`config.mk`:
```
export PLATFORM = sky130hd
export DESIGN_NAME = pemx_pin_mux
export DESIGN_NICKNAME = d
export VERILOG_FILES = /design/src/core/pemx_pkg.sv /design/src/core/pemx_pin_mux.sv
export SDC_FILE = /design/constraint.sdc
export NUM_CORES = 1
export LEC_CHECK = 0
export BUFFER_PORTS_ARGS = -buffer_cell sky130_fd_sc_hd__buf_2
export CORE_MARGIN = 5
export CORE_UTILIZATION = 55
export CTS_CLUSTER_SIZE = 28
export DETAILED_ROUTE_END_ITERATION = 10
export PLACE_DENSITY = 0.82
export SLEW_MARGIN = 20
export SYNTH_ARGS = -nofsm -noshare
export SYNTH_HDL_FRONTEND = slang
export SYNTH_SLANG_ARGS = --single-unit
```
`constraint.sdc`:
```
create_clock -name core_clk -period 4.2 [get_ports core_clk]
set_clock_uncertainty 0.1 [all_clocks]
set_input_delay 0.21 -clock core_clk [delete_from_list [all_inputs] [get_ports core_clk]]
set_output_delay 0.21 -clock core_clk [all_outputs]
set_load 0.05 [all_outputs]
```
`src/core/pemx_pkg.sv`:
```
// Package for the port E address/GPIO pin multiplexer
package pemx_pkg;

    // ------------------------------------------------------------
    // Sizes
    // ------------------------------------------------------------
    localparam int unsigned PEMX_PINS = 16;

    // ------------------------------------------------------------
    // Register byte offsets
    // ------------------------------------------------------------
    localparam logic [4:0] OFS_FUNC_SEL  = 5'h00;
    localparam logic [4:0] OFS_DIRECTION = 5'h04;
    localparam logic [4:0] OFS_DATA      = 5'h08;
    localparam logic [4:0] OFS_PIN_LEVEL = 5'h0c;
    localparam logic [4:0] OFS_STATUS    = 5'h10;

    // ------------------------------------------------------------
    // Reset values and field positions
    // ------------------------------------------------------------
    localparam logic [15:0] FUNC_SEL_RST   = 16'h0000;
    localparam logic [15:0] DIRECTION_RST  = 16'h0000;
    localparam logic [15:0] DATA_RST       = 16'h0000;
    localparam logic [31:0] UNMAPPED_READ  = 32'h0000_0000;
    localparam int unsigned STAT_MODE_LSB  = 0;
    localparam int unsigned STAT_STBY_BIT  = 2;

    // ------------------------------------------------------------
    // Types
    // ------------------------------------------------------------
    // Code 2'b11 is illegal and is treated as single-chip
    typedef enum logic [1:0] {
        MODE_EXP_ROM_OFF = 2'b00,
        MODE_EXP_ROM_ON  = 2'b01,
        MODE_SINGLE_CHIP = 2'b10
    } pemx_mode_t;

    typedef struct packed {
        logic        read;
        logic        write;
        logic [4:0]  address;
        logic [3:0]  byteenable;
        logic [31:0] writedata;
    } pemx_avl_req_t;

    typedef struct packed {
        logic [31:0] readdata;
        logic        waitrequest;
    } pemx_avl_rsp_t;

    typedef struct packed {
        logic [15:0] out;
        logic [15:0] oe;
    } pemx_pin_drv_t;

    typedef struct packed {
        logic [15:0]   func_sel;
        logic [15:0]   direction;
        logic [15:0]   gpio_data;
        logic [15:0]   pin_s1;
        logic [15:0]   pin_s2;
        logic          stby_s1;
        logic          stby_s2;
        logic [15:0]   addr_sel;
        pemx_pin_drv_t drv;
        pemx_avl_rsp_t rsp;
    } pemx_state_t;

    localparam pemx_state_t PEMX_STATE_RST = '{
        func_sel:  FUNC_SEL_RST,
        direction: DIRECTION_RST,
        gpio_data: DATA_RST,
        pin_s1:    16'h0000,
        pin_s2:    16'h0000,
        stby_s1:   1'b0,
        stby_s2:   1'b0,
        addr_sel:  16'h0000,
        drv:       '{out: 16'h0000, oe: 16'h0000},
        rsp:       '{readdata: UNMAPPED_READ, waitrequest: 1'b1}
    };

endpackage

```
`src/core/pemx_pin_mux.sv`:
```
// Port E pin multiplexer: address lines versus GPIO, with its registers
//
// Register access over Avalon-MM and the register offsets were decided locally.
`timescale 1ns/10ps

// Overview of operation
// - ROM-off expanded: all pins drive address
// - ROM-on expanded: register bits pick function
// - ROM-on: bit 0 GPIO, bit 1 address
// - Single-chip: all pins GPIO, register ignored
// - Bit n governs pin n, address n
// - Power-on reset, hardware standby clear register
// - Watchdog power-on reset keeps register
// - Software standby, sleep keep register
// - Function register is 16-bit read/write
// - GPIO pin: direction 1 output, 0 input
module pemx_pin_mux
    import pemx_pkg::*;
(
    // Clock and resets
    input  wire logic          core_clk,
    input  wire logic          reset,
    input  wire logic          wdt_por,
    // Hardware standby request pin
    input  wire logic          hw_standby,
    // Operating mode from mode-selection logic
    input  wire pemx_mode_t    op_mode,
    // Address lines from the external bus controller
    input  wire logic [15:0]   addr_in,
    // Avalon-MM slave
    input  wire pemx_avl_req_t avl_req,
    output pemx_avl_rsp_t      avl_rsp,
    // Port E pads
    input  wire logic [15:0]   pin_in,
    output pemx_pin_drv_t      pin_drv
);

    // ------------------------------------------------------------
    // State
    // ------------------------------------------------------------
    pemx_state_t st_r;
    pemx_state_t st_nxt;

    logic [15:0] sel_w;
    logic [15:0] drv_out_w;
    logic [15:0] drv_oe_w;
    logic        wr_take;
    logic        wr_func_sel;
    logic [31:0] rd_mux;

    // ------------------------------------------------------------
    // Per-pin function select
    // ------------------------------------------------------------
    genvar gi;
    generate
        for (gi = 0; gi < PEMX_PINS; gi++) begin : g_pin
            always_comb begin
                unique case (op_mode)
                    MODE_EXP_ROM_OFF: sel_w[gi] = 1'b1;
                    MODE_EXP_ROM_ON:  sel_w[gi] = st_r.func_sel[gi];
                    MODE_SINGLE_CHIP: sel_w[gi] = 1'b0;
                    default:          sel_w[gi] = 1'b0;
                endcase
                drv_out_w[gi] = sel_w[gi] ? addr_in[gi] : st_r.gpio_data[gi];
                drv_oe_w[gi]  = sel_w[gi] | st_r.direction[gi];
            end
        end
    endgenerate

    // ------------------------------------------------------------
    // Bus decode
    // ------------------------------------------------------------
    // A write is carried out on the edge where waitrequest is seen low; read data is captured one edge earlier
    assign wr_take     = avl_req.write && !st_r.rsp.waitrequest;
    assign wr_func_sel = wr_take && (avl_req.address[4:2] == OFS_FUNC_SEL[4:2]);

    function automatic logic [15:0] merge16(input logic [15:0] old_v,
                                            input logic [31:0] wd,
                                            input logic [3:0]  be);
        logic [15:0] res;
        res = old_v;
        if (be[0]) begin
            res[7:0] = wd[7:0];
        end
        if (be[1]) begin
            res[15:8] = wd[15:8];
        end
        return res;
    endfunction

    always_comb begin
        rd_mux = UNMAPPED_READ;
        unique case (avl_req.address[4:2])
            OFS_FUNC_SEL[4:2]:  rd_mux = {16'h0000, st_r.func_sel};
            OFS_DIRECTION[4:2]: rd_mux = {16'h0000, st_r.direction};
            OFS_DATA[4:2]:      rd_mux = {16'h0000, st_r.gpio_data};
            OFS_PIN_LEVEL[4:2]: rd_mux = {16'h0000, st_r.pin_s2};
            OFS_STATUS[4:2]: begin
                rd_mux[STAT_MODE_LSB +: 2] = op_mode;
                rd_mux[STAT_STBY_BIT]      = st_r.stby_s2;
            end
            default:            rd_mux = UNMAPPED_READ;
        endcase
    end

    // ------------------------------------------------------------
    // Next state
    // ------------------------------------------------------------
    always_comb begin
        st_nxt         = st_r;
        st_nxt.pin_s1  = pin_in;
        st_nxt.pin_s2  = st_r.pin_s1;
        st_nxt.stby_s1 = hw_standby;
        st_nxt.stby_s2 = st_r.stby_s1;

        // Handshake: one wait cycle, then one cycle with waitrequest low
        if ((avl_req.read || avl_req.write) && st_r.rsp.waitrequest) begin
            st_nxt.rsp.waitrequest = 1'b0;
            st_nxt.rsp.readdata    = avl_req.read ? rd_mux : UNMAPPED_READ;
        end else begin
            st_nxt.rsp.waitrequest = 1'b1;
        end

        // no sleep input, only writes and hardware standby change it
        if (wr_take) begin
            unique case (avl_req.address[4:2])
                OFS_FUNC_SEL[4:2]: st_nxt.func_sel =
                    merge16(st_r.func_sel, avl_req.writedata, avl_req.byteenable);
                OFS_DIRECTION[4:2]: st_nxt.direction =
                    merge16(st_r.direction, avl_req.writedata, avl_req.byteenable);
                OFS_DATA[4:2]: st_nxt.gpio_data =
                    merge16(st_r.gpio_data, avl_req.writedata, avl_req.byteenable);
                default: st_nxt.func_sel = st_r.func_sel;
            endcase
        end

        if (st_r.stby_s2) begin
            st_nxt.func_sel  = FUNC_SEL_RST;
            st_nxt.direction = DIRECTION_RST;
        end

        // watchdog reset only restarts the bus side
        if (wdt_por) begin
            st_nxt.rsp = PEMX_STATE_RST.rsp;
        end

        st_nxt.addr_sel = sel_w;
        st_nxt.drv.out  = drv_out_w;
        st_nxt.drv.oe   = drv_oe_w;
    end

    // ------------------------------------------------------------
    // Registers
    // ------------------------------------------------------------
    always_ff @(posedge core_clk) begin
        if (reset) begin
            st_r <= PEMX_STATE_RST;
        end else begin
            st_r <= st_nxt;
        end
    end

    assign avl_rsp = st_r.rsp;
    assign pin_drv = st_r.drv;
endmodule // pemx_pin_mux

```
=== Yosys cells after proc, flatten, opt, wreduce, memory -nomap -nowiden ===
Cells that the tools add are included.

* Equality and inequality tests: 5
* Multiplexer cells: 36
* Bitwise gates (word level): 16
* Reductions and logical operators: 14

{| class="wikitable"
|+ Operators by type and width
! cell !! count
|-
| one-hot mux 13 bit (4 select lines) || 1
|-
| two-way mux 32 bit || 1
|-
| one-hot mux 1 bit (2 select lines) || 16
|-
| AND reduction 3 bit || 6
|-
| two-way mux 1 bit || 17
|-
| bitwise OR 1 bit || 16
|-
| one-hot mux 3 bit (5 select lines) || 1
|-
| equality test 3 x 2 -> 1 bit, second input constant || 2
|-
| OR reduction 2 bit || 2
|-
| equality test 3 x 1 -> 1 bit, second input constant || 1
|-
| equality test 3 bit, second input constant || 1
|-
| zero test 3 bit || 1
|-
| equality test 2 x 1 -> 1 bit, second input constant || 1
|-
| logical AND 1 bit || 2
|-
| zero test 2 bit || 1
|-
| zero test 1 bit || 1
|-
| logical OR 1 bit || 1
|}

* Bits in registers: 147
* Output and inout bits: 65
* Logic and storage cells: 85

=== Logic depth before layout (Yosys ltp) ===
Gate-level depths: netlist of run 1.

* Depth in word-level cells: 3
* Mapped depth: 6
* Depth with buffers taken out: 3

=== Worst setup path before layout of run 1 ===
Ideal clock, no wire load.

* Path kind: register to register
* From: register st_r (netlist bit avl_rsp[0])
* To: register st_r[139] (netlist bit)
* Arrival: 1.226 ns
* Required time: 3.981 ns
* Setup slack: 2.755 ns
* Stages on the path, launching flop included: 5
* Period minus slack after synthesis: 1.445 ns
* Cells stage by stage: dfxtp_1 nand4bb_4 or3b_1 buf_6 mux2i_1

* Longest elaborated chain between the ends: 3

{| class="wikitable"
|+ RTL lines
! item !! RTL line !! text
|-
| start, declared || pemx_pin_mux.sv:41 || <nowiki>pemx_state_t st_r;</nowiki>
|-
| start signal, assigned || pemx_pin_mux.sv:159 || <nowiki>st_r <= st_nxt;</nowiki>
|-
| zero test 1 bit || pemx_pin_mux.sv:74 || <nowiki>assign wr_take = avl_req.write && !st_r.rsp.waitrequest;</nowiki>
|-
| logical AND 1 bit || pemx_pin_mux.sv:74 ||
|-
| AND reduction 3 bit (no line) || -- ||
|}

No other way between the ends.
A chain may end at the register's enable or synchronous reset.

=== Worst setup path in the final report of run 1 ===
* From: input avl_req[42] (netlist bit)
* To: register st_r (netlist bit avl_rsp[11])

* Longest elaborated chain between the ends: 2
* Elaborated cells between the ends (all ways): 3
* Classes of those cells: mux (1); reduce/logical (2)

{| class="wikitable"
|+ RTL lines
! item !! RTL line !! text
|-
| start, declared || pemx_pin_mux.sv:31 || <nowiki>input wire pemx_avl_req_t avl_req,</nowiki>
|-
| logical OR 1 bit || pemx_pin_mux.sv:117 || <nowiki>if ((avl_req.read || avl_req.write) && st_r.rsp.waitrequest) begin</nowiki>
|-
| logical AND 1 bit || pemx_pin_mux.sv:117 ||
|}

Several ways; a longest one is shown, not always the timed one.

==> flow_summary.rst, run 1 <==
.. list-table::
   :header-rows: 1

   * - Metric
     - Value
   * - Outcome
     - completed
   * - Category of the critical setup timing path
     - primary input to flip-flop
   * - Unique masters post-synth
     - 34
   * - Hold path startpoint
     - reset
   * - Hold worst-path end
     - avl_rsp[1]$_SDFFE_PP0P_
   * - Register bit count reported by yosys
     - between 100 and 150
   * - HPWL Detailed
     - between 8 and 9 mm
   * - First-pass GRT wire length
     - roughly 21 mm
   * - Avg Cell Area, Syn
     - 9.56 um^2
   * - EDFF count, synth
     - 0
   * - Gate Count Post-Synth
     - roughly 600
   * - Max-cap violations
     - 0
   * - Sink count of the clock tree
     - 131
   * - Latest clock arrival within the worst-skew pair
     - about 0.53 ns
   * - Number of hold-slack violations in the final timing report
     - 0
   * - Starting utilization of the core area
     - 0.561
   * - Clk root buf
     - sky130_fd_sc_hd__clkbuf_8
   * - Die width
     - between 100 and 150 um
   * - # H-tree levels
     - 4
   * - Number of buffers on the longest clock path
     - 2
   * - Floorplan core area
     - about 10000 um^2
   * - Fmax achieved
     - roughly 500 MHz
   * - Count of cells along the worst hold path
     - 3
   * - Detailed-route vias per instance
     - 5.11
   * - Slew headroom
     - 0.227
   * - Utilization after layout
     - 0.685
   * - Die Y-Extent
     - ~110 um
   * - Post-synth design cell area
     - 5760 um^2
   * - Cell total after placement
     - 764
   * - Total I/O pin count
     - ~150
   * - Startpoint Class
     - primary input
   * - Routed len/inst
     - 15.7 um
   * - Largest net degree at the start of global routing
     - 100
   * - Post-layout nets
     - roughly 800
   * - Yosys warns
     - 0
   * - Largest delay contributor family on the critical path
     - simple AND/OR/NAND/NOR gates
   * - Critical path arrival
     - ~2.4 ns
   * - Sequence of cells on the critical path
     - dlygate4sd3_1, buf_2, o21ai_1, nor2b_1, a22o_1
   * - GRT Resource Usage Total
     - 0.214
   * - Core Rows
     - 37
   * - Critical-path cell with the highest stage delay
     - sky130_fd_sc_hd__nor2b_1
   * - Placed standard-cell area
     - approximately 5900 um^2
   * - Initial antenna violation count
     - 0
   * - Share of the yosys chip area belonging to registers
     - 0.455
   * - Aggregate global routing overflow
     - 0
   * - Power consumption
     - slightly above 3 mW
   * - 1st-pass router iterations
     - 5
   * - Cts bufs inserted
     - 17
   * - Number of endpoints failing setup at the final stage
     - 0
   * - Min Clock Period, post-route
     - approximately 2.0 ns
   * - Most frequently used flop master after synthesis
     - sky130_fd_sc_hd__dfxtp_1
   * - Cell depth of the worst flop-to-flop path
     - 3
   * - Area of the die
     - 12600 um^2
   * - Final Max Slew Viols
     - 0
   * - Leakage Power
     - approximately 2.9 nW
   * - Nature of the critical path endpoint
     - flip-flop
   * - Worst path max stage delay
     - 0.76 ns
   * - Post-cts repair resize count
     - 0
   * - Final non-filler cell area
     - roughly 7000 um^2
   * - Peak fanout along the critical path
     - 13
   * - Count of input and output buffers
     - roughly 110
   * - Power density normalized to cell area
     - approximately 440 nW/um^2
   * - Drc violations
     - 0
   * - Clock Pin Slew Worst Setup and Hold Paths
     - 0.06 ns
   * - Fraction of synthesis flops using an asynchronous set or reset pin
     - 0
   * - Relative area change from synthesis to final layout
     - 22.2%
   * - Sum Neg Setup Slack
     - 0 ns
   * - Worst Path Buf+Inv
     - 2
   * - Worst supply voltage drop on vdd
     - ~0.23 mV
   * - Routed Antenna Nets
     - 0
   * - Required time reported for the critical path endpoint
     - 4.57 ns
   * - First-iteration detailed-routing DRC count
     - 312
   * - Measured slew at the worst slew-check pin
     - between 1 and 1.5 ns
   * - Source of the worst register-to-register timing path
     - avl_rsp[0]$_SDFF_PP1_
   * - Kind of path behind the tightest hold check
     - primary input to flip-flop
   * - FF-to-FF End
     - avl_rsp[11]$_SDFFE_PP0P_
   * - Share of final-layout standard cells stronger than drive strength 1
     - 0.215
   * - Cell Count, Final, Fillers Out
     - between 800 and 900
   * - Ratio of final minimum period to clock period
     - 0.477
   * - Via Count
     - between 4000 and 5000
   * - GP Congestion
     - 0.853
   * - Routed wire length
     - 13.3 mm
   * - Antenna diode count
     - 0
   * - Setup slack, reg-to-reg
     - 2.35 ns
   * - Setup repair after global routing missed its margin
     - no
   * - Vias in the first global route
     - roughly 4200
   * - CTS tree
     - yes
sequential cells by signal, summed over array words and instances, names as in the netlist:
register  cells
pin_drv      32
st_r         65
avl_rsp      17
st_nxt       17
stage by stage:
| step | setup slack, ns | hold slack [ns] |
|---|---|---|
| final | 2.20 | 0.0151 |
| after global routing | 2.08 | 0.0767 |
| after CTS | 2.23 | 0.0270 |
| after detailed placement | 2.02 | 0.322 |
| after global placement | 2.07 | 0.323 |
| after floorplan | 2.76 | 0.238 |
cells in the mapped netlist (3+ instances only):
library cell / number / area share
sky130_fd_sc_hd__o211ai_1: 16 / 0.021
sky130_fd_sc_hd__a22o_1: 13 / 0.020
sky130_fd_sc_hd__buf_2: 9 / 0.0078
sky130_fd_sc_hd__o32a_1: 3 / 0.0052
sky130_fd_sc_hd__o21ai_0: 33 / 0.029
sky130_fd_sc_hd__nand2_1: 52 / 0.034
sky130_fd_sc_hd__buf_1: 3 / 0.0020
sky130_fd_sc_hd__a221oi_1: 3 / 0.0046
sky130_fd_sc_hd__nor2b_1: 51 / 0.055
sky130_fd_sc_hd__clkbuf_1: 21 / 0.014
sky130_fd_sc_hd__inv_1: 18 / 0.012
sky130_fd_sc_hd__nand2b_1: 34 / 0.037
sky130_fd_sc_hd__buf_4: 68 / 0.089
sky130_fd_sc_hd__o22ai_1: 13 / 0.014
sky130_fd_sc_hd__dfxtp_1: 131 / 0.46
sky130_fd_sc_hd__a21oi_1: 32 / 0.028
sky130_fd_sc_hd__mux2i_1: 80 / 0.14
layer usage:
metal / global-route usage / share of wire
met5: 0 / 0
met1: 0.274 / 0.43
met2: 0.331 / 0.45
met4: 0.0873 / 0.022
met3: 0.0760 / 0.094
what timing repair did:
action	in CTS	in global routing
endpoints found under the hold margin	85	0
hold buffers	52	0
setup buffers	0	0
placed cells by master, fill, tap and decap left out, types with 13 or more instances in the layout:
cell type                       instances
sky130_fd_sc_hd__dlygate4sd3_1         52
sky130_fd_sc_hd__a22o_1                13
sky130_fd_sc_hd__nor2b_1               51
sky130_fd_sc_hd__nand2_1               52
sky130_fd_sc_hd__mux2i_1               80
sky130_fd_sc_hd__clkbuf_16             16
sky130_fd_sc_hd__o211ai_1              16
sky130_fd_sc_hd__buf_2                109
sky130_fd_sc_hd__o22ai_1               13
sky130_fd_sc_hd__dfxtp_1              131
sky130_fd_sc_hd__nand2b_1              34
sky130_fd_sc_hd__a21oi_1               32
sky130_fd_sc_hd__conb_1                16
sky130_fd_sc_hd__o21ai_0               33
sky130_fd_sc_hd__inv_1                 18
power breakdown:
group	switching (mW)	leakage (nW)	total [mW]	internal, mW
logic	0.174	1.54	0.278	0.105
registers	0.00845	1.07	1.28	1.27
clock network	0.542	0.304	1.54	0.994
total	0.724	2.91	3.09	2.37
worst reg2reg max path, stage by stage (launching register included):
cell and delay (ns):
sky130_fd_sc_hd__dfxtp_1 0.35, sky130_fd_sc_hd__o21ai_1 0.28, sky130_fd_sc_hd__nor2b_1 0.77, sky130_fd_sc_hd__a22o_1 0.28
kinds of logic after synthesis:
logic type,Yosys count,share of synthesized area
buf+inv,121,0.128
other cells,1,0.000651
flops,131,0.455
mux,80,0.139
simple gates,153,0.151
compound gates,117,0.126
worst max path at each step:
stage / start / to / slack (ns) / cells after the start
after floorplan: avl_rsp[0]$_SDFF_PP1_ / st_r[139]$_SDFFE_PP0P_ / 2.76 / 4
after global routing: avl_req[42] / avl_rsp[8]$_SDFFE_PP0P_ / 2.08 / 5
after detailed placement: avl_req[38] / st_r[144]$_SDFFE_PP0P_ / 2.02 / 3
after CTS: avl_req[42] / avl_rsp[11]$_SDFFE_PP0P_ / 2.23 / 5
final: avl_req[42] / avl_rsp[11]$_SDFFE_PP0P_ / 2.20 / 5
after global placement: avl_req[38] / st_r[142]$_SDFFE_PP0P_ / 2.07 / 3
layout make-up:
cell class | count | area (um^2)
well taps | 136 | 170
clock buffers | 19 | 442
flip-flops and latches | 131 | 2620
inverters | 18 | 67.6
repair buffers | 165 | 1100
multi-input cells | 366 | 2460
clock inverters | 13 | 181
fillers | 780 | 3240
Power figures use the tool's default switching activity.
==> run 2, diff against run 1 <==
Settings changed: CORE_UTILIZATION 55 to 53, PLACE_DENSITY 0.82 to 0.8.
Clock period 4.2 ns to 2 ns, I/O delays scaled along.
==> run 2 against run 1 <==
Against the previous run: via count up 3.2%; die area up 3.4%; power up 110%; global-route usage down 0.59 points; worst setup slack worse by 2.0 ns; register-to-register slack worse by 2.2 ns; wire length up 0.16%; clock power up 110%; utilization up 0.59 points; combinational power up 130%; sequential power up 110%; critical path depth down 1; largest power group unchanged.
==> flow_summary.rst, run 2 (synthesis results as in run 1) <==
.. list-table::
   :header-rows: 1

   * - Metric
     - Value
   * - Leading cell type in the layout, fill and taps excluded
     - sky130_fd_sc_hd__dfxtp_1
   * - Share of final-layout standard cells stronger than drive strength 1
     - 0.206
   * - Routed len/inst
     - roughly 15 um
   * - Post-CTS Repair Setup Buffers
     - 0
   * - Nature of the critical path endpoint
     - flip-flop
   * - Total I/O pin count
     - 146
   * - Fmax achieved
     - roughly 540 MHz
   * - Area of the die
     - about 13000 um^2
   * - Switch share
     - 0.227
   * - Number of hold-slack violations in the final timing report
     - 0
   * - Detailed-route vias per instance
     - around 5
   * - Starting utilization of the core area
     - 0.536
   * - Min Clock Period, post-route
     - 1.85 ns
   * - Worst path max stage delay
     - 0.58 ns
   * - Clk root buf
     - sky130_fd_sc_hd__clkbuf_8
   * - Die width
     - between 100 and 150 um
   * - Peak fanout along the critical path
     - 5
   * - Initial antenna violation count
     - 0
   * - 1st-pass router iterations
     - 4
   * - Number of endpoints failing setup at the final stage
     - 0
   * - Ratio of final minimum period to clock period
     - 0.924
   * - Combinational cell fraction of total power
     - 0.097
   * - Kind of path behind the tightest hold check
     - primary input to flip-flop
   * - Storage element area
     - between 2000 and 3000 um^2
   * - Final Max Slew Viols
     - 0
   * - Multi-input gate area
     - 2460 um^2
   * - Count of input and output buffers
     - ~110
   * - Outcome
     - completed
   * - # H-tree levels
     - 4
   * - Cell depth of the worst flop-to-flop path
     - 4
   * - Number of buffers on the longest clock path
     - 2
   * - Relative area change from synthesis to final layout
     - 28.9%
   * - Critical path arrival
     - about 2.2 ns
   * - Cts bufs inserted
     - 17
   * - Sum Neg Setup Slack
     - 0 ns
   * - Critical-path cell with the highest stage delay
     - sky130_fd_sc_hd__dlygate4sd3_1
   * - HPWL Detailed
     - 8.96 mm
   * - Switching power of the nets
     - approximately 1.5 mW
   * - Cell Count, Final, Fillers Out
     - 892
   * - GRT Resource Usage Total
     - 0.208
   * - Count of filler cells inserted in the layout
     - 817
   * - Startpoint Class
     - flip-flop
   * - Number of flip-flops under the largest register name
     - 65
   * - Core Rows
     - 38
   * - Measured slew at the worst slew-check pin
     - 0.890 ns
   * - Via Count
     - between 4000 and 5000
   * - Post-layout nets
     - approximately 800
   * - Sequence of cells on the critical path
     - mux2i_1, o32a_1, a221oi_1, dlygate4sd3_1
   * - Power consumption
     - between 6 and 7 mW
   * - Leakage Power
     - 3.13 nW
   * - Antenna diode count
     - 0
   * - Die Y-Extent
     - approximately 110 um
   * - CTS tree
     - yes
   * - Vias in the first global route
     - around 4200
   * - Sequential share of power
     - 0.415
   * - Post-cts repair resize count
     - 0
   * - Final non-filler cell area
     - between 7000 and 8000 um^2
   * - Max-cap violations
     - 0
   * - Placed standard-cell area
     - a little under 6000 um^2
   * - Largest Register
     - st_r
   * - Largest net degree at the start of global routing
     - between 80 and 90
   * - Drc violations
     - 0
   * - Aggregate global routing overflow
     - 0
   * - Count of cells along the worst hold path
     - 3
   * - Cell total after placement
     - roughly 770
   * - Share of total power in the clock network
     - 0.488
   * - Routed wire length
     - approximately 13 mm
   * - First-iteration detailed-routing DRC count
     - 387
   * - Slew headroom
     - 0.405
   * - Top library cells by usage in the layout, fill and taps aside
     - sky130_fd_sc_hd__dfxtp_1 (131), sky130_fd_sc_hd__buf_2 (109), sky130_fd_sc_hd__dlygate4sd3_1 (87)
   * - Floorplan core area
     - 10700 um^2
   * - Worst supply voltage drop on vdd
     - 0.530 mV
   * - GP Congestion
     - about 0.88
   * - Number of hold buffers added after cts
     - just under 90
   * - Routed Antenna Nets
     - 0
   * - Hold slack
     - 0.0207 ns
   * - Setup repair after global routing missed its margin
     - no
   * - Internal Pwr Total
     - 5.01 mW
   * - Sink count of the clock tree
     - ~130
   * - Latest clock arrival within the worst-skew pair
     - between 0.5 and 0.6 ns
   * - Required time reported for the critical path endpoint
     - approximately 2.4 ns
   * - Clock Pin Slew Worst Setup and Hold Paths
     - ~0.06 ns
   * - Category of the critical setup timing path
     - flip-flop to flip-flop
   * - First-pass GRT wire length
     - between 20 and 25 mm
   * - Power density normalized to cell area
     - slightly below 900 nW/um^2
[run 2: cell types whose count changed in the layout (fill, tap and decap cells not counted), sizes merged]
cell / before / now
inv: 19 / 18
clkinv: 6 / 3
clkbuf: 19 / 22
buf: 113 / 119
dlygate4sd3: 52 / 87
[run 2: layout make-up]
cell class,instances,share of cell area
inverter,18,0.00910
clock inverter,9,0.0207
tap,140,0.0236
multi-input combinational,366,0.332
sequential,131,0.353
timing repair buffer,206,0.201
clock buffer,22,0.0610
[run 2: metal layers]
metal,GRT usage,up-vias,share of wire
met5,0,-,0
met4,0.0697,0,0.016
met3,0.0671,23,0.090
met2,0.328,186,0.46
met1,0.271,2028,0.43
li1,-,2237,-
[run 2: path summary, 6_finish.rpt]
kind / from / to / slack (ns)
setup reg to reg: st_r[147]$_SDFFE_PP0P_ / avl_rsp[1]$_SDFFE_PP0P_ / 0.15
hold reg to reg: st_nxt[98]$_SDFF_PP0_ / st_r[98]$_SDFF_PP0_ / 0.34
hold / removal: op_mode[1] / pin_drv[25]$_SDFF_PP0_ / 0.02
setup / recovery: st_r[147]$_SDFFE_PP0P_ / avl_rsp[1]$_SDFFE_PP0P_ / 0.15
[run 2: metrics by stage]
stage                     utilization  worst slack (ns)
final                           0.691             0.152
after global routing            0.691            0.0706
after CTS                       0.691             0.221
after detailed placement        0.554             0.294
after global placement          0.554             0.359
after floorplan                     -             0.555
[run 2: power by group through the flow]
stage,Clock (mW),Sequential (mW),Combinational (mW)
after CTS,3.20,2.69,0.623
final,3.16,2.69,0.631
after global placement,0,2.74,0.497
after detailed placement,0,2.74,0.504
after floorplan,0,2.74,0.437
after global routing,3.34,2.69,0.679
[run 2: critical path: cells and delay by family, from the launching register on]
family | cells | cell delay (ns)
AOI/OAI and AO/OA | 2 | 0.56
buffers and inverters | 1 | 0.58
DFF | 1 | 0.41
muxes | 1 | 0.14
==> run 3, diff against run 2 <==
Settings changed: HOLD_SLACK_MARGIN set to 0.15.
==> run 3 against run 2 <==
Against the previous run: sequential power hardly changed; power is 0.24% higher; sequential share of layout area is 0.28 points lower; via count is 1.3% higher; flip-flop and latch count stayed put; clock-buffer cell count stayed put; global-route usage is 0.16 points higher; utilization is 0.55 points higher; combinational power is 2% higher; largest power group unchanged.
==> flow_summary.rst, run 3 (synthesis results as in run 1) <==
.. list-table::
   :header-rows: 1

   * - Metric
     - Value
   * - Detailed-route vias per instance
     - between 5 and 6
   * - Slew headroom
     - 0.399
   * - Top library cells by usage in the layout, fill and taps aside
     - sky130_fd_sc_hd__dfxtp_1 (131), sky130_fd_sc_hd__buf_2 (109), sky130_fd_sc_hd__dlygate4sd3_1 (92)
   * - Count of filler cells inserted in the layout
     - ~810
   * - Latest clock arrival within the worst-skew pair
     - 0.52 ns
   * - Hold slack
     - around 0.30 ns
   * - First-pass GRT wire length
     - around 22 mm
   * - Antenna diode count
     - 0
   * - Relative area change from synthesis to final layout
     - 29.9%
   * - Setup repair after global routing missed its margin
     - no
   * - Routed wire length
     - around 14 mm
   * - GRT Resource Usage Total
     - 0.210
   * - Critical path arrival
     - roughly 2.1 ns
   * - GP Congestion
     - approximately 0.88
   * - CTS tree
     - yes
   * - Clock Pin Slew Worst Setup and Hold Paths
     - about 0.06 ns
   * - Leakage Power
     - between 3 and 4 nW
   * - Leading cell type in the layout, fill and taps excluded
     - sky130_fd_sc_hd__dfxtp_1
   * - Clk root buf
     - sky130_fd_sc_hd__clkbuf_8
   * - Vias in the first global route
     - 4251
   * - Startpoint Class
     - primary input
   * - Number of buffers on the longest clock path
     - 2
   * - Post-CTS Repair Setup Buffers
     - 0
   * - Aggregate global routing overflow
     - 0
   * - Measured slew at the worst slew-check pin
     - 0.900 ns
   * - Count of input and output buffers
     - approximately 110
   * - Multi-input gate area
     - 2460 um^2
   * - Largest net degree at the start of global routing
     - 82
   * - Core Rows
     - 38
   * - Required time reported for the critical path endpoint
     - between 2 and 2.5 ns
   * - Area of the die
     - between 10000 and 15000 um^2
   * - Setup slack, reg-to-reg
     - between 0.2 and 0.3 ns
   * - Largest Register
     - st_r
   * - Floorplan core area
     - 10700 um^2
   * - Starting utilization of the core area
     - 0.536
   * - Die width
     - 114 um
   * - Sum Neg Setup Slack
     - 0 ns
   * - 1st-pass router iterations
     - 7
   * - Initial antenna violation count
     - 0
   * - # H-tree levels
     - 4
   * - Post-layout nets
     - approximately 830
   * - Fmax achieved
     - between 500 and 600 MHz
   * - Peak fanout along the critical path
     - 81
   * - Kind of path behind the tightest hold check
     - primary input to flip-flop
   * - Via Count
     - approximately 4500
   * - Final Max Slew Viols
     - 0
   * - Worst supply voltage drop on vdd
     - 0.531 mV
   * - Nature of the critical path endpoint
     - flip-flop
   * - Min Clock Period, post-route
     - about 1.8 ns
   * - Power consumption
     - 6.49 mW
   * - Category of the critical setup timing path
     - primary input to flip-flop
   * - Number of endpoints failing setup at the final stage
     - 0
   * - Detailed-routed wire length on met2
     - about 6.3 mm
   * - Max-cap violations
     - 0
   * - Cts bufs inserted
     - 17
   * - HPWL Detailed
     - around 9 mm
   * - Share of final-layout standard cells stronger than drive strength 1
     - 0.207
   * - Utilization after layout
     - 0.697
   * - Routed length on met3
     - 1.22 mm
   * - Routed Antenna Nets
     - 0
   * - First-iteration detailed-routing DRC count
     - 415
   * - Sink count of the clock tree
     - between 100 and 150
   * - Die Y-Extent
     - roughly 110 um
   * - Storage element area
     - 2620 um^2
   * - Drc violations
     - 0
   * - Number of hold-slack violations in the final timing report
     - 0
   * - DRT met1 WL
     - between 5 and 6 mm
   * - Top routing layer used
     - met4
   * - Routed len/inst
     - about 15 um
   * - Number of flip-flops under the largest register name
     - between 60 and 70
   * - Ratio of final minimum period to clock period
     - 0.898
   * - Power density normalized to cell area
     - around 870 nW/um^2
   * - Total I/O pin count
     - between 100 and 150
   * - Outcome
     - completed
## run 3: cell type report
| type | count | share of cell area |
|---|---|---|
| flip-flops and latches | 131 | 0.350 |
| clock inverters | 9 | 0.0206 |
| repair inverters | 1 | 0.000669 |
| multi-input cells | 366 | 0.329 |
| well taps | 140 | 0.0234 |
| inverters | 18 | 0.00953 |
| repair buffers | 211 | 0.206 |
| clock buffers | 22 | 0.0605 |
## run 3: timing repair
item,in CTS,in global routing
setup endpoints to repair,0,15
resized for setup,0,1
hold buffers,92,0
endpoints found under the hold margin,98,0
## run 3: where the power goes
group          internal, mW  total, mW  switching (mW)
Clock                  2.08       3.16            1.08
Combinational         0.267      0.644           0.377
Sequential             2.67       2.69          0.0172
Total                  5.02       6.49            1.48
## run 3: worst max-delay path, stage by stage
cell	delay (ns)
sky130_fd_sc_hd__dlygate4sd3_1	0.52
sky130_fd_sc_hd__buf_2	0.16
sky130_fd_sc_hd__buf_4	0.59
sky130_fd_sc_hd__a21oi_1	0.11
sky130_fd_sc_hd__dlygate4sd3_1	0.61
## run 3: layer usage
metal,global-route usage,vias up
met1,0.274,2049
met3,0.0666,25
met5,0,-
li1,-,2256
met2,0.333,201
met4,0.0673,0
## run 3: worst paths after layout
kind / from / end / cells after the start
worst max-delay path: reset / pin_drv[28]$_SDFF_PP0_ / 5
worst min-delay path: op_mode[1] / avl_rsp[2]$_SDFFE_PP0P_ / 4
worst max register to register: avl_rsp[0]$_SDFF_PP1_ / st_r[154]$_SDFFE_PP0P_ / 3
worst min register to register: st_nxt[98]$_SDFF_PP0_ / st_r[98]$_SDFF_PP0_ / 1
## run 3: metrics by stage
step                      std cells  area (um^2)  setup WS [ns]
after floorplan                 618         5820          0.555
after detailed placement        774         5950          0.294
after global routing            898         7480         0.0735
after CTS                       897         7480          0.142
after global placement          774         5950          0.359
final                           898         7480          0.204
